===== src/tep_pkg.sv =====
package tep_pkg;

   // Register addresses
   localparam logic [7:0] ADDR_PAT_A_LOW_A   = 8'h86;
   localparam logic [7:0] ADDR_PAT_A_HIGH_A  = 8'h87;
   localparam logic [7:0] ADDR_PAT_B_LOW_A   = 8'h88;
   localparam logic [7:0] ADDR_PAT_B_HIGH_A  = 8'h89;
   localparam logic [7:0] ADDR_EOM_CTRL_A    = 8'h8A;
   localparam logic [7:0] ADDR_LEN_LIMIT_A   = 8'h8B;
   localparam logic [7:0] ADDR_PAT_A_LOW_B   = 8'hA6;
   localparam logic [7:0] ADDR_PAT_A_HIGH_B  = 8'hA7;
   localparam logic [7:0] ADDR_PAT_B_LOW_B   = 8'hA8;
   localparam logic [7:0] ADDR_PAT_B_HIGH_B  = 8'hA9;
   localparam logic [7:0] ADDR_EOM_CTRL_B    = 8'hAA;
   localparam logic [7:0] ADDR_LEN_LIMIT_B   = 8'hAB;
   localparam logic [7:0] ADDR_PAYLOAD_PEAK  = 8'hAC;
   localparam logic [7:0] ADDR_RUNNING_PEAK  = 8'hAD;
   localparam logic [7:0] ADDR_FSK_NOISE     = 8'hAF;
   localparam logic [7:0] ADDR_ASK_NOISE     = 8'hB0;

   // Control field positions and field widths
   localparam int EOM_BIT_LENGTH    = 0;
   localparam int EOM_BIT_VIOLATION = 1;
   localparam int EOM_BIT_SYNC_LOSS = 2;
   localparam int ASK_NOISE_W       = 6;
   localparam int PATTERN_CHIPS     = 16;

   // Data length counter step and its ceiling
   localparam logic [7:0] LEN_SATURATE = 8'hFF;
   localparam logic [7:0] LEN_STEP     = 8'h01;

   // Reset values
   localparam logic [7:0] REG_RESET  = 8'h00;
   localparam logic [7:0] READ_ZERO  = 8'h00;

   // One configuration set
   typedef struct packed {
      logic [15:0] pattern_a;
      logic [15:0] pattern_b;
      logic [2:0]  end_ctrl;
      logic [7:0]  length_limit;
   } tep_cfg_t;

   // Register access request
   typedef struct packed {
      logic       wr;
      logic       rd;
      logic [7:0] addr;
      logic [7:0] wdata;
   } tep_req_t;

   typedef enum logic [1:0] {
      ST_IDLE,
      ST_SYNC,
      ST_PAYLOAD
   } tep_state_t;

endpackage : tep_pkg


===== src/tep_core.sv =====
`timescale 1ns/10ps
`default_nettype none

// Functional notes
// RULE_01 - The high pattern A byte of a set supplies chips 15 to 8, top chip in bit 7.
// RULE_02 - Pattern B is built from its written low and high bytes, in chips.
// RULE_03 - With end control bit 2 set, loss of symbol sync ends the message.
// RULE_04 - With end control bit 1 set, a line code violation ends the message.
// RULE_05 - With end control bit 0 set, reaching the data field length ends the message.
// RULE_06 - Enabled end criteria combine, and the first one to occur ends the message.
// RULE_07 - Software writes zero to the unused end control bit 3.
// RULE_08 - Length counting starts after the last sync word bit; 00h ends on the next bit.
// RULE_09 - The FSK noise power reads back as an 8-bit read-only value.
// RULE_10 - The ASK noise power reads back as a 6-bit value in the low bits.
// RULE_11 - Peak detector 1 tracks from frame sync plus offset and latches at message end.
// RULE_12 - Peak detector 2 tracks while the digital receiver is enabled.
// RULE_13 - Peak detector 2 only replaces its value with a higher level.
// RULE_14 - Peak detector 2 clears at reset and when read by the host. A read in a cycle that brings a higher level keeps that level instead.
// RULE_15 - The low pattern A byte supplies chips 7 to 0, bottom chip in bit 0.
// RULE_16 - Sync patterns are at most 16 chips long.
module tep_core #(
   parameter int OFFSET_W = 8
) (
   input  wire  logic                   i_clock,
   input  wire  logic                   i_rst,
   input  wire  tep_pkg::tep_req_t      i_req,
   input  wire  logic                   i_set_b_sel,
   input  wire  logic                   i_rx_enable,
   input  wire  logic                   i_bit_strobe,
   input  wire  logic                   i_frame_sync_event,
   input  wire  logic                   i_sync_lost,
   input  wire  logic                   i_code_violation,
   input  wire  logic [7:0]             i_level,
   input  wire  logic [7:0]             i_fsk_noise,
   input  wire  logic [5:0]             i_ask_noise,
   input  wire  logic [OFFSET_W-1:0]    i_peak_start_offset,
   output var   logic [7:0]             o_rdata,
   output var   logic                   o_end_of_message,
   output var   logic                   o_in_message,
   output var   logic [15:0]            o_pattern_a,
   output var   logic [15:0]            o_pattern_b
);
   import tep_pkg::*;

   tep_cfg_t      cfg_a_r;
   tep_cfg_t      cfg_b_r;
   tep_cfg_t      cfg_sel;
   tep_state_t    state_r;
   logic [7:0]    len_cnt_r;
   logic [OFFSET_W-1:0] ofs_cnt_r;
   logic          tracking_r;
   logic [7:0]    track_peak_r;
   logic [7:0]    payload_peak_r;
   logic [7:0]    running_peak_r;
   logic [7:0]    fsk_noise_r;
   logic [5:0]    ask_noise_r;
   logic          end_now;
   logic          len_hit;

   // Active set for the framer
   assign cfg_sel = i_set_b_sel ? cfg_b_r : cfg_a_r;

   // Register writes; patterns are full 16 chips (see RULE_16)
   always_ff @(posedge i_clock or posedge i_rst) begin
      if (i_rst) begin
         cfg_a_r <= '0;
         cfg_b_r <= '0;
      end else if (i_req.wr) begin
         unique case (i_req.addr)
            ADDR_PAT_A_LOW_A:  cfg_a_r.pattern_a[7:0]  <= i_req.wdata;  // see RULE_15
            ADDR_PAT_A_HIGH_A: cfg_a_r.pattern_a[15:8] <= i_req.wdata;  // see RULE_01
            ADDR_PAT_B_LOW_A:  cfg_a_r.pattern_b[7:0]  <= i_req.wdata;  // see RULE_02
            ADDR_PAT_B_HIGH_A: cfg_a_r.pattern_b[15:8] <= i_req.wdata;  // see RULE_02
            // Bit 3 is expected zero and is not stored (see RULE_07)
            ADDR_EOM_CTRL_A:   cfg_a_r.end_ctrl        <= i_req.wdata[EOM_BIT_SYNC_LOSS:0];
            ADDR_LEN_LIMIT_A:  cfg_a_r.length_limit    <= i_req.wdata;
            ADDR_PAT_A_LOW_B:  cfg_b_r.pattern_a[7:0]  <= i_req.wdata;  // see RULE_15
            ADDR_PAT_A_HIGH_B: cfg_b_r.pattern_a[15:8] <= i_req.wdata;  // see RULE_01
            ADDR_PAT_B_LOW_B:  cfg_b_r.pattern_b[7:0]  <= i_req.wdata;  // see RULE_02
            ADDR_PAT_B_HIGH_B: cfg_b_r.pattern_b[15:8] <= i_req.wdata;  // see RULE_02
            ADDR_EOM_CTRL_B:   cfg_b_r.end_ctrl        <= i_req.wdata[EOM_BIT_SYNC_LOSS:0];
            ADDR_LEN_LIMIT_B:  cfg_b_r.length_limit    <= i_req.wdata;
            default: ;
         endcase
      end
   end

   // Patterns to the correlator, registered
   always_ff @(posedge i_clock or posedge i_rst) begin
      if (i_rst) begin
         o_pattern_a <= '0;
         o_pattern_b <= '0;
      end else begin
         o_pattern_a <= cfg_sel.pattern_a;  // see RULE_01
         o_pattern_b <= cfg_sel.pattern_b;  // see RULE_02
      end
   end

   // Length reached when the counted bits equal the limit (see RULE_08)
   assign len_hit = i_bit_strobe && (len_cnt_r == cfg_sel.length_limit);

   // Any enabled criterion ends the message; first one wins (see RULE_06)
   assign end_now = (state_r == ST_PAYLOAD) && (
        (cfg_sel.end_ctrl[EOM_BIT_SYNC_LOSS] && i_sync_lost)        // see RULE_03
     || (cfg_sel.end_ctrl[EOM_BIT_VIOLATION] && i_code_violation)   // see RULE_04
     || (cfg_sel.end_ctrl[EOM_BIT_LENGTH] && len_hit));             // see RULE_05

   // Message state; frame sync starts the data field
   always_ff @(posedge i_clock or posedge i_rst) begin
      if (i_rst) begin
         state_r <= ST_IDLE;
      end else if (!i_rx_enable) begin
         state_r <= ST_IDLE;
      end else begin
         unique case (state_r)
            ST_IDLE:    if (i_frame_sync_event) state_r <= ST_PAYLOAD;
            ST_SYNC:    state_r <= ST_PAYLOAD;
            ST_PAYLOAD: if (end_now) state_r <= ST_IDLE;
         endcase
      end
   end

   // Bit counter from the bit after the sync word (see RULE_08)
   always_ff @(posedge i_clock or posedge i_rst) begin
      if (i_rst) begin
         len_cnt_r <= REG_RESET;
      end else if (state_r != ST_PAYLOAD) begin
         len_cnt_r <= REG_RESET;
      end else if (i_bit_strobe && len_cnt_r != LEN_SATURATE) begin
         len_cnt_r <= len_cnt_r + LEN_STEP;  // Saturates, so a FFh limit still hits
      end
   end

   // End pulse and in-message level
   always_ff @(posedge i_clock or posedge i_rst) begin
      if (i_rst) begin
         o_end_of_message <= 1'b0;
         o_in_message     <= 1'b0;
      end else begin
         o_end_of_message <= end_now;
         o_in_message     <= (state_r == ST_PAYLOAD) && !end_now;
      end
   end

   // Peak detector 1: offset wait, track, latch at end (see RULE_11)
   always_ff @(posedge i_clock or posedge i_rst) begin
      if (i_rst) begin
         ofs_cnt_r      <= '0;
         tracking_r     <= 1'b0;
         track_peak_r   <= REG_RESET;
         payload_peak_r <= REG_RESET;
      end else if (end_now) begin
         payload_peak_r <= (tracking_r && i_level > track_peak_r) ? i_level : track_peak_r;
         tracking_r     <= 1'b0;
      end else if (state_r == ST_IDLE && i_frame_sync_event && i_rx_enable) begin
         ofs_cnt_r    <= i_peak_start_offset;
         tracking_r   <= (i_peak_start_offset == '0);
         track_peak_r <= REG_RESET;
      end else if (state_r == ST_PAYLOAD) begin
         if (!tracking_r) begin
            // Offset counted in received bits
            if (ofs_cnt_r == '0) tracking_r <= 1'b1;
            else if (i_bit_strobe) ofs_cnt_r <= ofs_cnt_r - 1'b1;
         end else if (i_level > track_peak_r) begin
            track_peak_r <= i_level;
         end
      end else begin
         tracking_r <= 1'b0;
      end
   end

   // Peak detector 2; a read clears, but a new peak that cycle wins
   always_ff @(posedge i_clock or posedge i_rst) begin
      if (i_rst) begin
         running_peak_r <= REG_RESET;                                        // see RULE_14
      end else if (i_rx_enable && i_level > running_peak_r) begin            // see RULE_12
         running_peak_r <= i_level;                                          // see RULE_13
      end else if (i_req.rd && i_req.addr == ADDR_RUNNING_PEAK) begin
         running_peak_r <= REG_RESET;                                        // see RULE_14
      end
   end

   // Noise readings sampled each cycle; sources are on this clock
   always_ff @(posedge i_clock or posedge i_rst) begin
      if (i_rst) begin
         fsk_noise_r <= REG_RESET;
         ask_noise_r <= '0;
      end else begin
         fsk_noise_r <= i_fsk_noise;  // see RULE_09
         ask_noise_r <= i_ask_noise;  // see RULE_10
      end
   end

   // Read data registered; write-only and unmapped read zero
   always_ff @(posedge i_clock or posedge i_rst) begin
      if (i_rst) begin
         o_rdata <= READ_ZERO;
      end else if (i_req.rd) begin
         unique case (i_req.addr)
            ADDR_PAYLOAD_PEAK: o_rdata <= payload_peak_r;
            ADDR_RUNNING_PEAK: o_rdata <= running_peak_r;
            ADDR_FSK_NOISE:    o_rdata <= fsk_noise_r;                  // see RULE_09
            ADDR_ASK_NOISE:    o_rdata <= 8'(ask_noise_r);              // see RULE_10
            default:           o_rdata <= READ_ZERO;
         endcase
      end
   end

endmodule : tep_core

`default_nettype wire


===== config.mk =====
export PLATFORM = sky130hd
export DESIGN_NAME = tep_core
export DESIGN_NICKNAME = d
export VERILOG_FILES = /design/src/tep_pkg.sv /design/src/tep_core.sv
export SDC_FILE = /design/constraint.sdc
export NUM_CORES = 1
export LEC_CHECK = 0
export CAP_MARGIN = 30
export CORE_ASPECT_RATIO = 1.2
export CORE_MARGIN = 8
export CORE_UTILIZATION = 37
export DETAILED_ROUTE_END_ITERATION = 7
export DONT_BUFFER_PORTS = 1
export RECOVER_POWER = 25
export SETUP_SLACK_MARGIN = 0.15
export SYNTH_ARGS = -nofsm -noshare
export SYNTH_HDL_FRONTEND = slang
export SYNTH_SLANG_ARGS = --single-unit

===== constraint.sdc =====
create_clock -name i_clock -period 11.6 [get_ports i_clock]
set_clock_uncertainty 0.05 [all_clocks]
set_input_delay 2.32 -clock i_clock [delete_from_list [all_inputs] [get_ports i_clock]]
set_output_delay 2.32 -clock i_clock [all_outputs]
set_load 0.02 [all_outputs]

# == After elaboration in Yosys (flattened, before gate mapping) ==
# Index checks and enable logic that the tools add are counted.
# classes
n_mux,25
n_addsub,2
order_cmp,2
div,0
multipliers,0
reduce_logical,39
eq_ne,25
shifts,0
bitwise_logic,1
# ops
cell,n
$eq 8x8->1 const B,16
$mux 8,14
$mux 43,1
$pmux 8 s4,1
$reduce_and 2->1,13
$gt 8x8->1,2
$logic_not 8->1,2
$logic_and 1x1->1,12
$reduce_bool 2->1,6
$add 8x1->8 const B,1
$eq 8x8->1,1
$ne 8x8->1 const B,1
$sub 8x1->8 const B,1
$mux 2,3
$ne 3x3->1 const B,2
$pmux 2 s3,1
$mux 1,5
$reduce_and 5->1,1
$ne 2x2->1 const B,2
$reduce_and 4->1,1
$eq 2x1->1 const B,1
$eq 2x2->1 const B,1
$logic_not 2->1,1
$logic_or 1x1->1,2
other kinds (3),3
# totals
latchBits,0
n_memories,0
elab_cells,120
in_bits,56
output_inout_bits,42
mem_bits_ro,0
regBits,185
ram_bits,0

# == Logic depth before layout (Yosys ltp) ==
# Gate-level depths: netlist of run 1.
# depth
depth_word,9
depth_mapped,10
depth_no_buf,8

# == Worst setup path before layout of run 1 ==
# No wires, ideal clock.
# synth_timing
kind,input to register
startpoint,input i_set_b_sel
endpoint,register ofs_cnt_r[3]
setup_ps,82
path_stages,7
setup_slack_ps,7421
arrival_time_ps,4047
n_path_buf,2
path_cell_list,buf_6 buf_6 mux2_2 a22oi_2 o31ai_4 or4_2 a31oi_1
# synth_between
elab_chain_len,8
word_cells_on_any_way,11
cone_classes,1 x eq/ne; 1 x mux; 1 x bitwise; 8 x reduce/logical
# synth_lines
element,line_no,source
from (decl),tep_core.sv:27,"input wire logic i_set_b_sel,"
$mux 43 (*),tep_core.sv:61,assign cfg_sel = i_set_b_sel ? cfg_b_r : cfg_a_r;
$eq 8x8->1,tep_core.sv:100,assign len_hit = i_bit_strobe && (len_cnt_r == cfg_sel.length_limit);
$logic_and 1x1->1,tep_core.sv:100,
$logic_and 1x1->1,tep_core.sv:106,|| (cfg_sel.end_ctrl[EOM_BIT_LENGTH] && len_hit));
$logic_or 1x1->1 (*),tep_core.sv:106,
$logic_and 1x1->1 (*),tep_core.sv:103,assign end_now = (state_r == ST_PAYLOAD) && (
$not 1->1 (no source line) (*),-,
$reduce_and 5->1 (no source line) (*),-,
to (signal assigned),tep_core.sv:156,ofs_cnt_r <= i_peak_start_offset;
to (signal assigned),tep_core.sv:163,else if (i_bit_strobe) ofs_cnt_r <= ofs_cnt_r - 1'b1;
to (decl),tep_core.sv:50,logic [OFFSET_W-1:0] ofs_cnt_r;
# Mark *: on every way between the ends. The rest lies on a longest branch, timed or not.
# A chain may end at the register's enable or synchronous reset.

# == Worst setup path after layout of run 1 ==
# layout_timing
startpoint,input i_set_b_sel
endpoint,register track_peak_r[7]
# layout_between
elab_chain_len,8
word_cells_on_any_way,11
cone_classes,1 x eq/ne; 1 x mux; 1 x bitwise; 8 x reduce/logical
# layout_lines
element,line_no,source
$mux 43 (*),tep_core.sv:61,
$eq 8x8->1,tep_core.sv:100,
$logic_and 1x1->1,tep_core.sv:100,
$logic_and 1x1->1,tep_core.sv:106,
$logic_or 1x1->1 (*),tep_core.sv:106,
$logic_and 1x1->1 (*),tep_core.sv:103,
$not 1->1 (no source line) (*),-,
$reduce_and 4->1 (no source line) (*),-,
to (signal assigned),tep_core.sv:165,track_peak_r <= i_level;
to (decl),tep_core.sv:52,logic [7:0] track_peak_r;
# Marks and branches as above.

==> metrics.txt, run 1 <==
grt ovf=0; largest net degree at the start of global routing=108; Placer Congestion=0.800; period utilization=37.4%; Clk network pwr share=39.2%; Ant. Diodes=0; post-synth cell types=53; RSZ-0062 raised after global routing=false; post-layout util=41.6%; Post-synth ARST share=100%; DRC Markers=0; post-synthesis sequential area ratio=56.2%; Worst EP required=11.89 ns; # rows=59; H-Tree Depth=4; CTS clk-pin slew, worst paths=0.07 ns; Comb pwr share=11.0%; Post-CTS Hold Buffers=0; Tightest Pin Transition=1.00 ns; # resized after CTS=0; final setup fails=0; Post-synth EDFFs=0; sw frac=26.3%; CP Capture Type=flip-flop; Die ar.=0.0272 sq mm; Fin. Hold Viols=0; Synth Area in XOR/XNOR=1.50%; TNS Setup=0 ns; most frequent cells in the layout=184 x dfrtp_1, 117 x mux2_2, 40 x nand2_1; CTS Root Cell=clkbuf_16; Max Transition Viols Final=0; cell taking the most area after synthesis=dfrtp_1; status=finished, final reports clean; critical path startpoint category=input port; Internal=1.11 mW; routed len/inst=19.5 um; Syn. warnings=0; Compound-Gate Fraction of Synth Area=6.19%; Leak Pwr=4.36 nW; clk_lat worst skew=0.43 ns; Finished Layout Cells=930; PwrDens=167 mW/mm^2; Hold Path Class=flip-flop to flip-flop; top cell type's share of synthesized area=56.2%; Fmax=231 MHz; Post-Synth Simple-Gate Area=8.21%; post-synthesis cell area=0.00819 sq mm; Post-DRT Antenna Nets=0; Flop pwr share=49.8%; crit path kind=input port to flip-flop; CTS tree=yes; Die Width=152 um; initial antenna violation count=0; crit path DAT=4.63 ns; global-route wire length before repair=29200 um; Synth Flop Type=dfrtp_1; Iter 0 DRT Violations=250; FILL cells=2050; FF+latch count, synth=184; top post-synthesis cells by area=dfrtp_1 56%, mux2_2 17%, mux2i_1 4.3%, ha_1 2.9%, nand2_1 1.8%; DR vias=4987; layout cells sized above 1=26.2%; sw power=0.397 mW; CTS max path bufs=2; Syn Inst Count=650; Num CTS Buffers=17; main combinational cell family by area after synthesis=multiplexers; PortBufs=0; Pre-antenna DRT Iters=4; Total Routing Usage GR=13.6%; Net Count, Synth=725; adder-cell share of the synthesized area=2.90%; vias in the first global route=5280; Max Cap Viol=0; Post-CTS Setup Repair Bufs=0; core area=0.0217 sq mm; DP HPWL=13000 um; Final min period=4.34 ns; P&R area growth vs syn=10.3%; via/cell ratio=5.36; syn_area_per_cell=12.6 sq um; io pins=98; WHS=0.449 ns; post-synthesis mux area share=21.1%; most common cell after layout, fill and taps aside=dfrtp_1; effective utilization at floorplan=37.7%; Post-Route WL=18100 um; Max FO, Critical Path=43; Clock Sinks=184; peak supply drop=0.000109 V; Rel. slew slack=33.3%; overall die height=179 um; final net count=718; Placed Instances=896
final timing paths:
path | start | end | slack [ns] | depth (start not counted)
setup / recovery | i_set_b_sel | track_peak_r[7]$_DFFE_PP0P_ | 7.26 | 6
hold / removal | cfg_a_r[42]$_DFFE_PP0P_ | cfg_a_r[42]$_DFFE_PP0P_ | 0.45 | 1
setup reg to reg | cfg_b_r[7]$_DFFE_PP0P_ | track_peak_r[7]$_DFFE_PP0P_ | 8.82 | 6
hold reg to reg | cfg_a_r[42]$_DFFE_PP0P_ | cfg_a_r[42]$_DFFE_PP0P_ | 0.45 | 1
max in group asynchronous | i_rst | cfg_a_r[42]$_DFFE_PP0P_ | 8.55 | 4
min in group asynchronous | i_rst | ask_noise_r[2]$_DFF_PP0_ | 1.65 | 1
routing by layer:
| metal | GRT usage, % | vias to the layer above | part of all wire, % |
|---|---|---|---|
| li1 | - | 2279 | - |
| met1 | 15.7 | 2545 | 42 |
| met2 | 23.4 | 136 | 49 |
| met3 | 4.32 | 27 | 6.4 |
| met4 | 5.33 | 0 | 2.3 |
| met5 | 0 | - | 0 |
area by class of cell:
type                            instances  area, sq um  share of cell area, %
Multi-Input combinational cell        399         3260                   36.1
Tap cell                              274          343                   3.80
Timing Repair Buffer                    4         70.1                  0.776
Sequential cell                       184         4600                   51.0
Clock inverter                         13          155                   1.72
Inverter                               37          140                   1.55
Clock buffer                           19          453                   5.02
stage by stage:
| step | power, mW | cell area, sq um | setup slack (ns) |
|---|---|---|---|
| after floorplan | 0.890 | 8190 | 4.23 |
| after global placement | 0.919 | 8370 | 6.93 |
| after detailed placement | 0.930 | 8370 | 6.84 |
| after CTS | 1.53 | 8980 | 7.29 |
| after global routing | 1.58 | 9030 | 7.12 |
| final | 1.51 | 9030 | 7.26 |
worst max-delay path, cell delays in order:
cell and delay [ns]:
mux2i_1 0.21, xnor2_1 0.08, or4_4 0.55, o31ai_4 0.81, or3_2 0.42, mux2i_1 0.22
power by group through the flow:
stage                     combinational, mW  sequential [mW]  clock, mW
after detailed placement              0.164            0.766          0
after CTS                             0.165            0.753      0.609
after floorplan                       0.145            0.745          0
after global placement                0.157            0.762          0
final                                 0.165            0.753      0.593
after global routing                  0.191            0.760      0.632
cells in the mapped netlist, types with 5 or more instances:
| cell | n |
|---|---|
| xnor2_1 | 7 |
| nand2_1 | 40 |
| nor2b_1 | 8 |
| nor2_1 | 30 |
| clkbuf_1 | 16 |
| xor2_1 | 7 |
| ha_1 | 19 |
| nand4_1 | 8 |
| a22oi_1 | 6 |
| nand3_1 | 5 |
| a31oi_1 | 7 |
| dfrtp_1 | 184 |
| inv_1 | 37 |
| mux2i_1 | 35 |
| o21ai_0 | 9 |
| buf_1 | 6 |
| o22ai_1 | 8 |
| nor3_1 | 6 |
| mux2_2 | 122 |
| and3_1 | 6 |
| a21oi_1 | 27 |
logic make-up (layout without fill, tap and decap cells):
| kind of cell | after synthesis | after routing |
|---|---|---|
| flops | 184 | 184 |
| fa+ha+maj | 19 | 19 |
| simple gates | 131 | 131 |
| buf+inv | 67 | 73 |
| compound gates | 78 | 78 |
| mux | 157 | 157 |
| xor+xnor | 14 | 14 |
sequential cells by signal, summed over array words and instances (netlist names):
| register | count |
|---|---|
| running_peak_r | 8 |
| o_pattern_b | 16 |
| ofs_cnt_r | 8 |
| o_end_of_message | 1 |
| o_pattern_a | 16 |
| len_cnt_r | 8 |
| o_rdata | 8 |
| cfg_b_r | 43 |
| fsk_noise_r | 8 |
| state_r | 1 |
| tracking_r | 1 |
| ask_noise_r | 6 |
| payload_peak_r | 8 |
| cfg_a_r | 43 |
| track_peak_r | 8 |
| o_in_message | 1 |
Note: power is estimated with default switching activity, not from simulation.
==> inputs of run 2 (changes only) <==
==> constraint.sdc (replaced) <==
create_clock -name i_clock -period 4.5 [get_ports i_clock]
set_clock_uncertainty 0.05 [all_clocks]
set_input_delay 0.9 -clock i_clock [delete_from_list [all_inputs] [get_ports i_clock]]
set_output_delay 0.9 -clock i_clock [all_outputs]
set_load 0.02 [all_outputs]
==> run 2 against run 1 <==
- hold slack got worse by 0.16 ns
- cell count decreased by 0.11%
- setup slack lost 5.7 ns
- global-route usage is essentially flat
- core utilization fell by 0.21 points
- highest routed layer unchanged
==> metrics.txt, run 2 (synthesized netlist as in run 1, its figures left out) <==
Comb pwr share=11.1%; DRC Markers=0; most used cell, CP=mux2i_1; RSZ-0062 raised after global routing=false; core area=0.0217 sq mm; Die ar.=0.0272 sq mm; largest net degree at the start of global routing=119; Critical-path top delay cell=o31ai_4; initial antenna violation count=1; CTS tree=yes; most frequent cells in the layout=184 x dfrtp_1, 121 x mux2_2, 40 x nand2_1; P&R area growth vs syn=9.70%; PortBufs=0; CP Capture Type=flip-flop; crit path kind=input port to flip-flop; Fin. Hold Viols=0; Max Transition Viols Final=0; slowest cell delay on critical path=0.80 ns; H-Tree Depth=4; GR Util met1=15.8%; # resized after CTS=0; clk_lat worst skew=0.42 ns; Post-Route WL=18000 um; Finished Layout Cells=929; Top Usage Layer GRT=met2; grt ovf=0; Leak Pwr=4.34 nW; Worst EP required=4.79 ns; final net count=717; PwrDens=427 mW/mm^2; Tightest Pin Transition=0.991 ns; Num CTS Buffers=17; global-route wire length before repair=29400 um; layout cells sized above 1=26.5%; status=finished, final reports clean; DR vias=4941; vias in the first global route=5251; most common cell after layout, fill and taps aside=dfrtp_1; Reg2Reg Depth=6; DP HPWL=12900 um; sw power=0.991 mW; CTS clk-pin slew, worst paths=0.07 ns; Post-CTS Setup Repair Bufs=0; crit path DAT=3.20 ns; Die Width=152 um; Final min period=2.90 ns; overall die height=179 um; effective utilization at floorplan=37.7%; sw frac=25.8%; Iter 0 DRT Violations=238; io pins=98; RR Startpoint=cfg_b_r[7]$_DFFE_PP0P_; largest registers=cfg_a_r (43), cfg_b_r (43); Post-CTS Hold Buffers=0; # rows=59; Internal=2.84 mW; CTS max path bufs=2; FILL cells=2057; Clock Sinks=184; Max FO, Critical Path=43; via/cell ratio=5.32; Post-DRT Antenna Nets=0; Pre-antenna DRT Iters=4; setup slack, reg-to-reg=1.75 ns; met3 GRT Util=4.37%; FF-to-FF End=track_peak_r[5]$_DFFE_PP0P_; WHS=0.291 ns; TNS Setup=0 ns; cells along the critical path=mux2i_1, xnor2_1, or4_4, o31ai_4, or3_2, mux2i_1; Placed Instances=897; Fmax=344 MHz; Flop pwr share=50.5%; final setup fails=0; Max Cap Viol=0; met2 GRT Util=23.4%; Rel. slew slack=34.0%; Total Routing Usage GR=13.6%; critical path startpoint category=input port; period utilization=64.5%; Placer Congestion=0.820; Hold Path Class=input port to asynchronous set/reset pin; peak supply drop=0.000287 V; Clk network pwr share=38.4%; CTS Root Cell=clkbuf_16; routed len/inst=19.4 um
## run 2: cell count changes in the layout (fill, tap and decap cells not counted), sizes merged
| cell | previous run | this run |
|---|---|---|
| buf | 4 | 3 |
| clkinvlp | 3 | 2 |
| inv | 43 | 41 |
| clkinv | 2 | 4 |
| diode | 0 | 1 |
## run 2: how the worst max path moves through the flow
stage | startpoint | cells after the start | endpoint | slack [ns]
global placement | i_set_b_sel | 6 | track_peak_r[0]$_DFFE_PP0P_ | 1.24
detailed placement | i_set_b_sel | 6 | track_peak_r[0]$_DFFE_PP0P_ | 1.15
CTS | i_set_b_sel | 6 | track_peak_r[5]$_DFFE_PP0P_ | 1.61
finish | i_set_b_sel | 6 | track_peak_r[5]$_DFFE_PP0P_ | 1.60
global route | i_set_b_sel | 6 | track_peak_r[3]$_DFFE_PP0P_ | 1.39
floorplan | i_rst | 1 | ask_noise_r[0]$_DFF_PP0_ | 1.19
## run 2: worst max-delay path: cells and delay by family
family	cells	cell delay [ns]
xor gates and xnor gates	1	0.09
muxes	2	0.43
and+or+nand+nor	2	0.96
AOI/OAI and AO/OA	1	0.80
## run 2: stage by stage
stage          power (mW)  util, %  area (sq um)  setup slack (ns)
2_1_floorplan        2.29        -          8190              1.19
3_3_place_gp         2.37     38.7          8400              1.24
3_5_place_dp         2.40     38.7          8400              1.15
4_1_cts              3.88     41.4          8980              1.61
5_1_grt              4.02     41.4          8980              1.39
6_report             3.84     41.4          8980              1.60
## run 2: final cells by class
class | instances | area (sq um) | share of cell area (%)
multi-input combinational | 399 | 3260 | 36.3
timing repair buffer | 3 | 47.5 | 0.529
tap | 274 | 343 | 3.82
clock inverter | 12 | 139 | 1.55
inverter | 37 | 140 | 1.56
antenna | 1 | 2.50 | 0.0279
clock buffer | 19 | 443 | 4.93
sequential | 184 | 4600 | 51.3
## run 2: metal layers
layer | vias to the layer above | part of all wire (%)
li1 | 2265 | -
met1 | 2552 | 42
met2 | 108 | 50
met3 | 16 | 6.0
met4 | 0 | 1.5
met5 | - | 0
## run 2: power groups by stage
stage                     clock network (mW)  registers (mW)  logic [mW]
after floorplan                            0            1.92       0.374
after global placement                     0            1.96       0.407
after detailed placement                   0            1.97       0.430
after CTS                               1.51            1.94       0.431
after global routing                    1.58            1.96       0.484
final                                   1.47            1.94       0.426
==> inputs of run 3 (changes only) <==
==> constraint.sdc (replaced) <==
create_clock -name i_clock -period 2.9 [get_ports i_clock]
set_clock_uncertainty 0.05 [all_clocks]
set_input_delay 0.58 -clock i_clock [delete_from_list [all_inputs] [get_ports i_clock]]
set_output_delay 0.58 -clock i_clock [all_outputs]
set_load 0.02 [all_outputs]
==> run 3 against run 2 <==
- the flow now finishes with violations (capacitance limit, slew limit)
- die area is the same
- routed wire length fell by 0.87%
- power up 60%
- clock-buffer cell count stayed put
- critical path type is now flip-flop to flip-flop
- setup slack worse by 1.0 ns
- sequential cell count did not move
- sequential share of layout area decreased by 0.49 points
- critical path depth is 1 higher
- sequential power is 54% higher
==> metrics.txt, run 3 (synthesized netlist as in run 1, its figures left out) <==
DR vias=4928; PortBufs=0; Pre-antenna DRT Iters=6; DRC Markers=0; CTS max path bufs=2; Rel. slew slack=-10.2%; Max FO, Critical Path=12; FF-to-FF End=ofs_cnt_r[3]$_DFFE_PP0P_; Num CTS Buffers=17; PwrDens=679 mW/mm^2; Internal=4.59 mW; Clk network pwr share=40.5%; routed len/inst=19.1 um; initial antenna violation count=0; largest registers=cfg_a_r (43), cfg_b_r (43); sw power=1.57 mW; P&R area growth vs syn=10.8%; CTS clk-pin slew, worst paths=0.07 ns; Die Width=152 um; setup slack, reg-to-reg=0.57 ns; effective utilization at floorplan=37.7%; Iter 0 DRT Violations=244; H-Tree Depth=4; Worst setup endpoint=ofs_cnt_r[3]$_DFFE_PP0P_; post-layout util=41.8%; crit path kind=flip-flop to flip-flop; Tightest Pin Transition=1.65 ns; Fmax=430 MHz; sw frac=25.5%; io pins=98; Critical Path Start=ofs_cnt_r[0]$_DFFE_PP0P_; RSZ-0062 raised after global routing=false; most common cell after layout, fill and taps aside=dfrtp_1; DP Area=0.00844 sq mm; peak supply drop=0.000547 V; failing checks=capacitance limit, slew limit; Fin. Hold Viols=0; Die ar.=0.0272 sq mm; FILL cells=2033; DP HPWL=12800 um; Leak Pwr=4.39 nW; RR Startpoint=ofs_cnt_r[0]$_DFFE_PP0P_; final net count=724; layout cells sized above 1=27.0%; Ant. Diodes=0; Max Cap Viol=1; Placer Congestion=0.851; critical path startpoint category=flip-flop; Worst EP required=3.20 ns; crit path DAT=2.63 ns; overall die height=179 um; Comb pwr share=10.9%; final instance area=0.00907 sq mm; hold depth=0; status=finished with violations; grt ovf=0; period utilization=80.2%; clk_lat worst skew=0.43 ns; Flop pwr share=48.6%; CP Capture Type=flip-flop; Post-DRT Antenna Nets=0; via/cell ratio=5.26; Clock Sinks=184; largest net degree at the start of global routing=125; Total Routing Usage GR=13.5%; global-route wire length before repair=29200 um; Reg2Reg Depth=7; most frequent cells in the layout=184 x dfrtp_1, 120 x mux2_2, 40 x nand2_1; Max Transition Viols Final=125; Post-CTS Setup Repair Bufs=0; # rows=59; final setup fails=0; Hold Path Class=input port to flip-flop; CTS tree=yes; Post-CTS Hold Buffers=0; Sequential Area=0.00460 sq mm; area of the multi-input gates=0.00326 sq mm; Final min period=2.33 ns; Post-Route WL=17800 um; # resized after CTS=0; CTS Root Cell=clkbuf_16; core area=0.0217 sq mm; vias in the first global route=5376
-- run 3: changes by cell type in the layout (fill, tap and decap cells not counted), moves of 2 or more --
| cell | before | now |
|---|---|---|
| bufinv_16 | 2 | 4 |
| buf_12 | 2 | 0 |
| buf_4 | 1 | 9 |
| inv_8 | 0 | 2 |
| clkinv_2 | 2 | 0 |
-- run 3: layout make-up --
cell class	instances	share of cell area (%)
clock inverters	13	2.32
well taps	274	3.78
repair buffers	10	0.828
inverters	37	1.55
flip-flops and latches	184	50.8
multi-input cells	399	36.0
clock buffers	19	4.77
-- run 3: worst min path at each step --
stage	from	slack [ns]	endpoint
floorplan	cfg_b_r[11]$_DFFE_PP0P_	0.42	o_pattern_b[0]$_DFF_PP0_
global placement	cfg_b_r[13]$_DFFE_PP0P_	0.43	cfg_b_r[13]$_DFFE_PP0P_
detailed placement	cfg_a_r[30]$_DFFE_PP0P_	0.43	o_pattern_a[3]$_DFF_PP0_
CTS	i_fsk_noise[0]	0.11	fsk_noise_r[0]$_DFF_PP0_
global route	i_ask_noise[0]	0.10	ask_noise_r[0]$_DFF_PP0_
finish	i_fsk_noise[0]	0.13	fsk_noise_r[0]$_DFF_PP0_
-- run 3: stage by stage --
stage	setup TNS, ns	hold slack [ns]	worst slack, ns	total power [mW]	instances
floorplan	-17.39	0.424	-0.0945	3.56	650
global placement	0	0.431	0.390	3.67	904
finish	0	0.128	0.574	6.15	936
CTS	0	0.111	0.586	6.23	936
global route	0	0.103	0.399	6.44	936
detailed placement	0	0.434	0.311	3.72	904
-- run 3: power by group through the flow --
stage | Sequential, mW | Clock, mW | Combinational [mW]
finish | 2.99 | 2.49 | 0.673
global route | 3.02 | 2.66 | 0.771
CTS | 2.99 | 2.56 | 0.686
detailed placement | 3.04 | 0 | 0.680
global placement | 3.03 | 0 | 0.645
floorplan | 2.98 | 0 | 0.580
-- run 3: per-layer routing --
layer	part of all wire, %	vias up	GRT usage (%)	wire length [um]
li1	-	2279	-	-
met1	41	2482	15.4	7320
met2	50	138	22.9	8860
met3	7.1	29	4.80	1270
met4	2.2	0	5.49	389
met5	0	-	0	0
-- run 3: worst max-delay path, stage by stage, from the launching register on --
cell	delay, ns
dfrtp_1	0.40
inv_1	0.08
ha_1	0.21
a31oi_1	0.17
and2_1	0.19
nand2_1	0.24
or4_2	0.70
a31oi_1	0.20
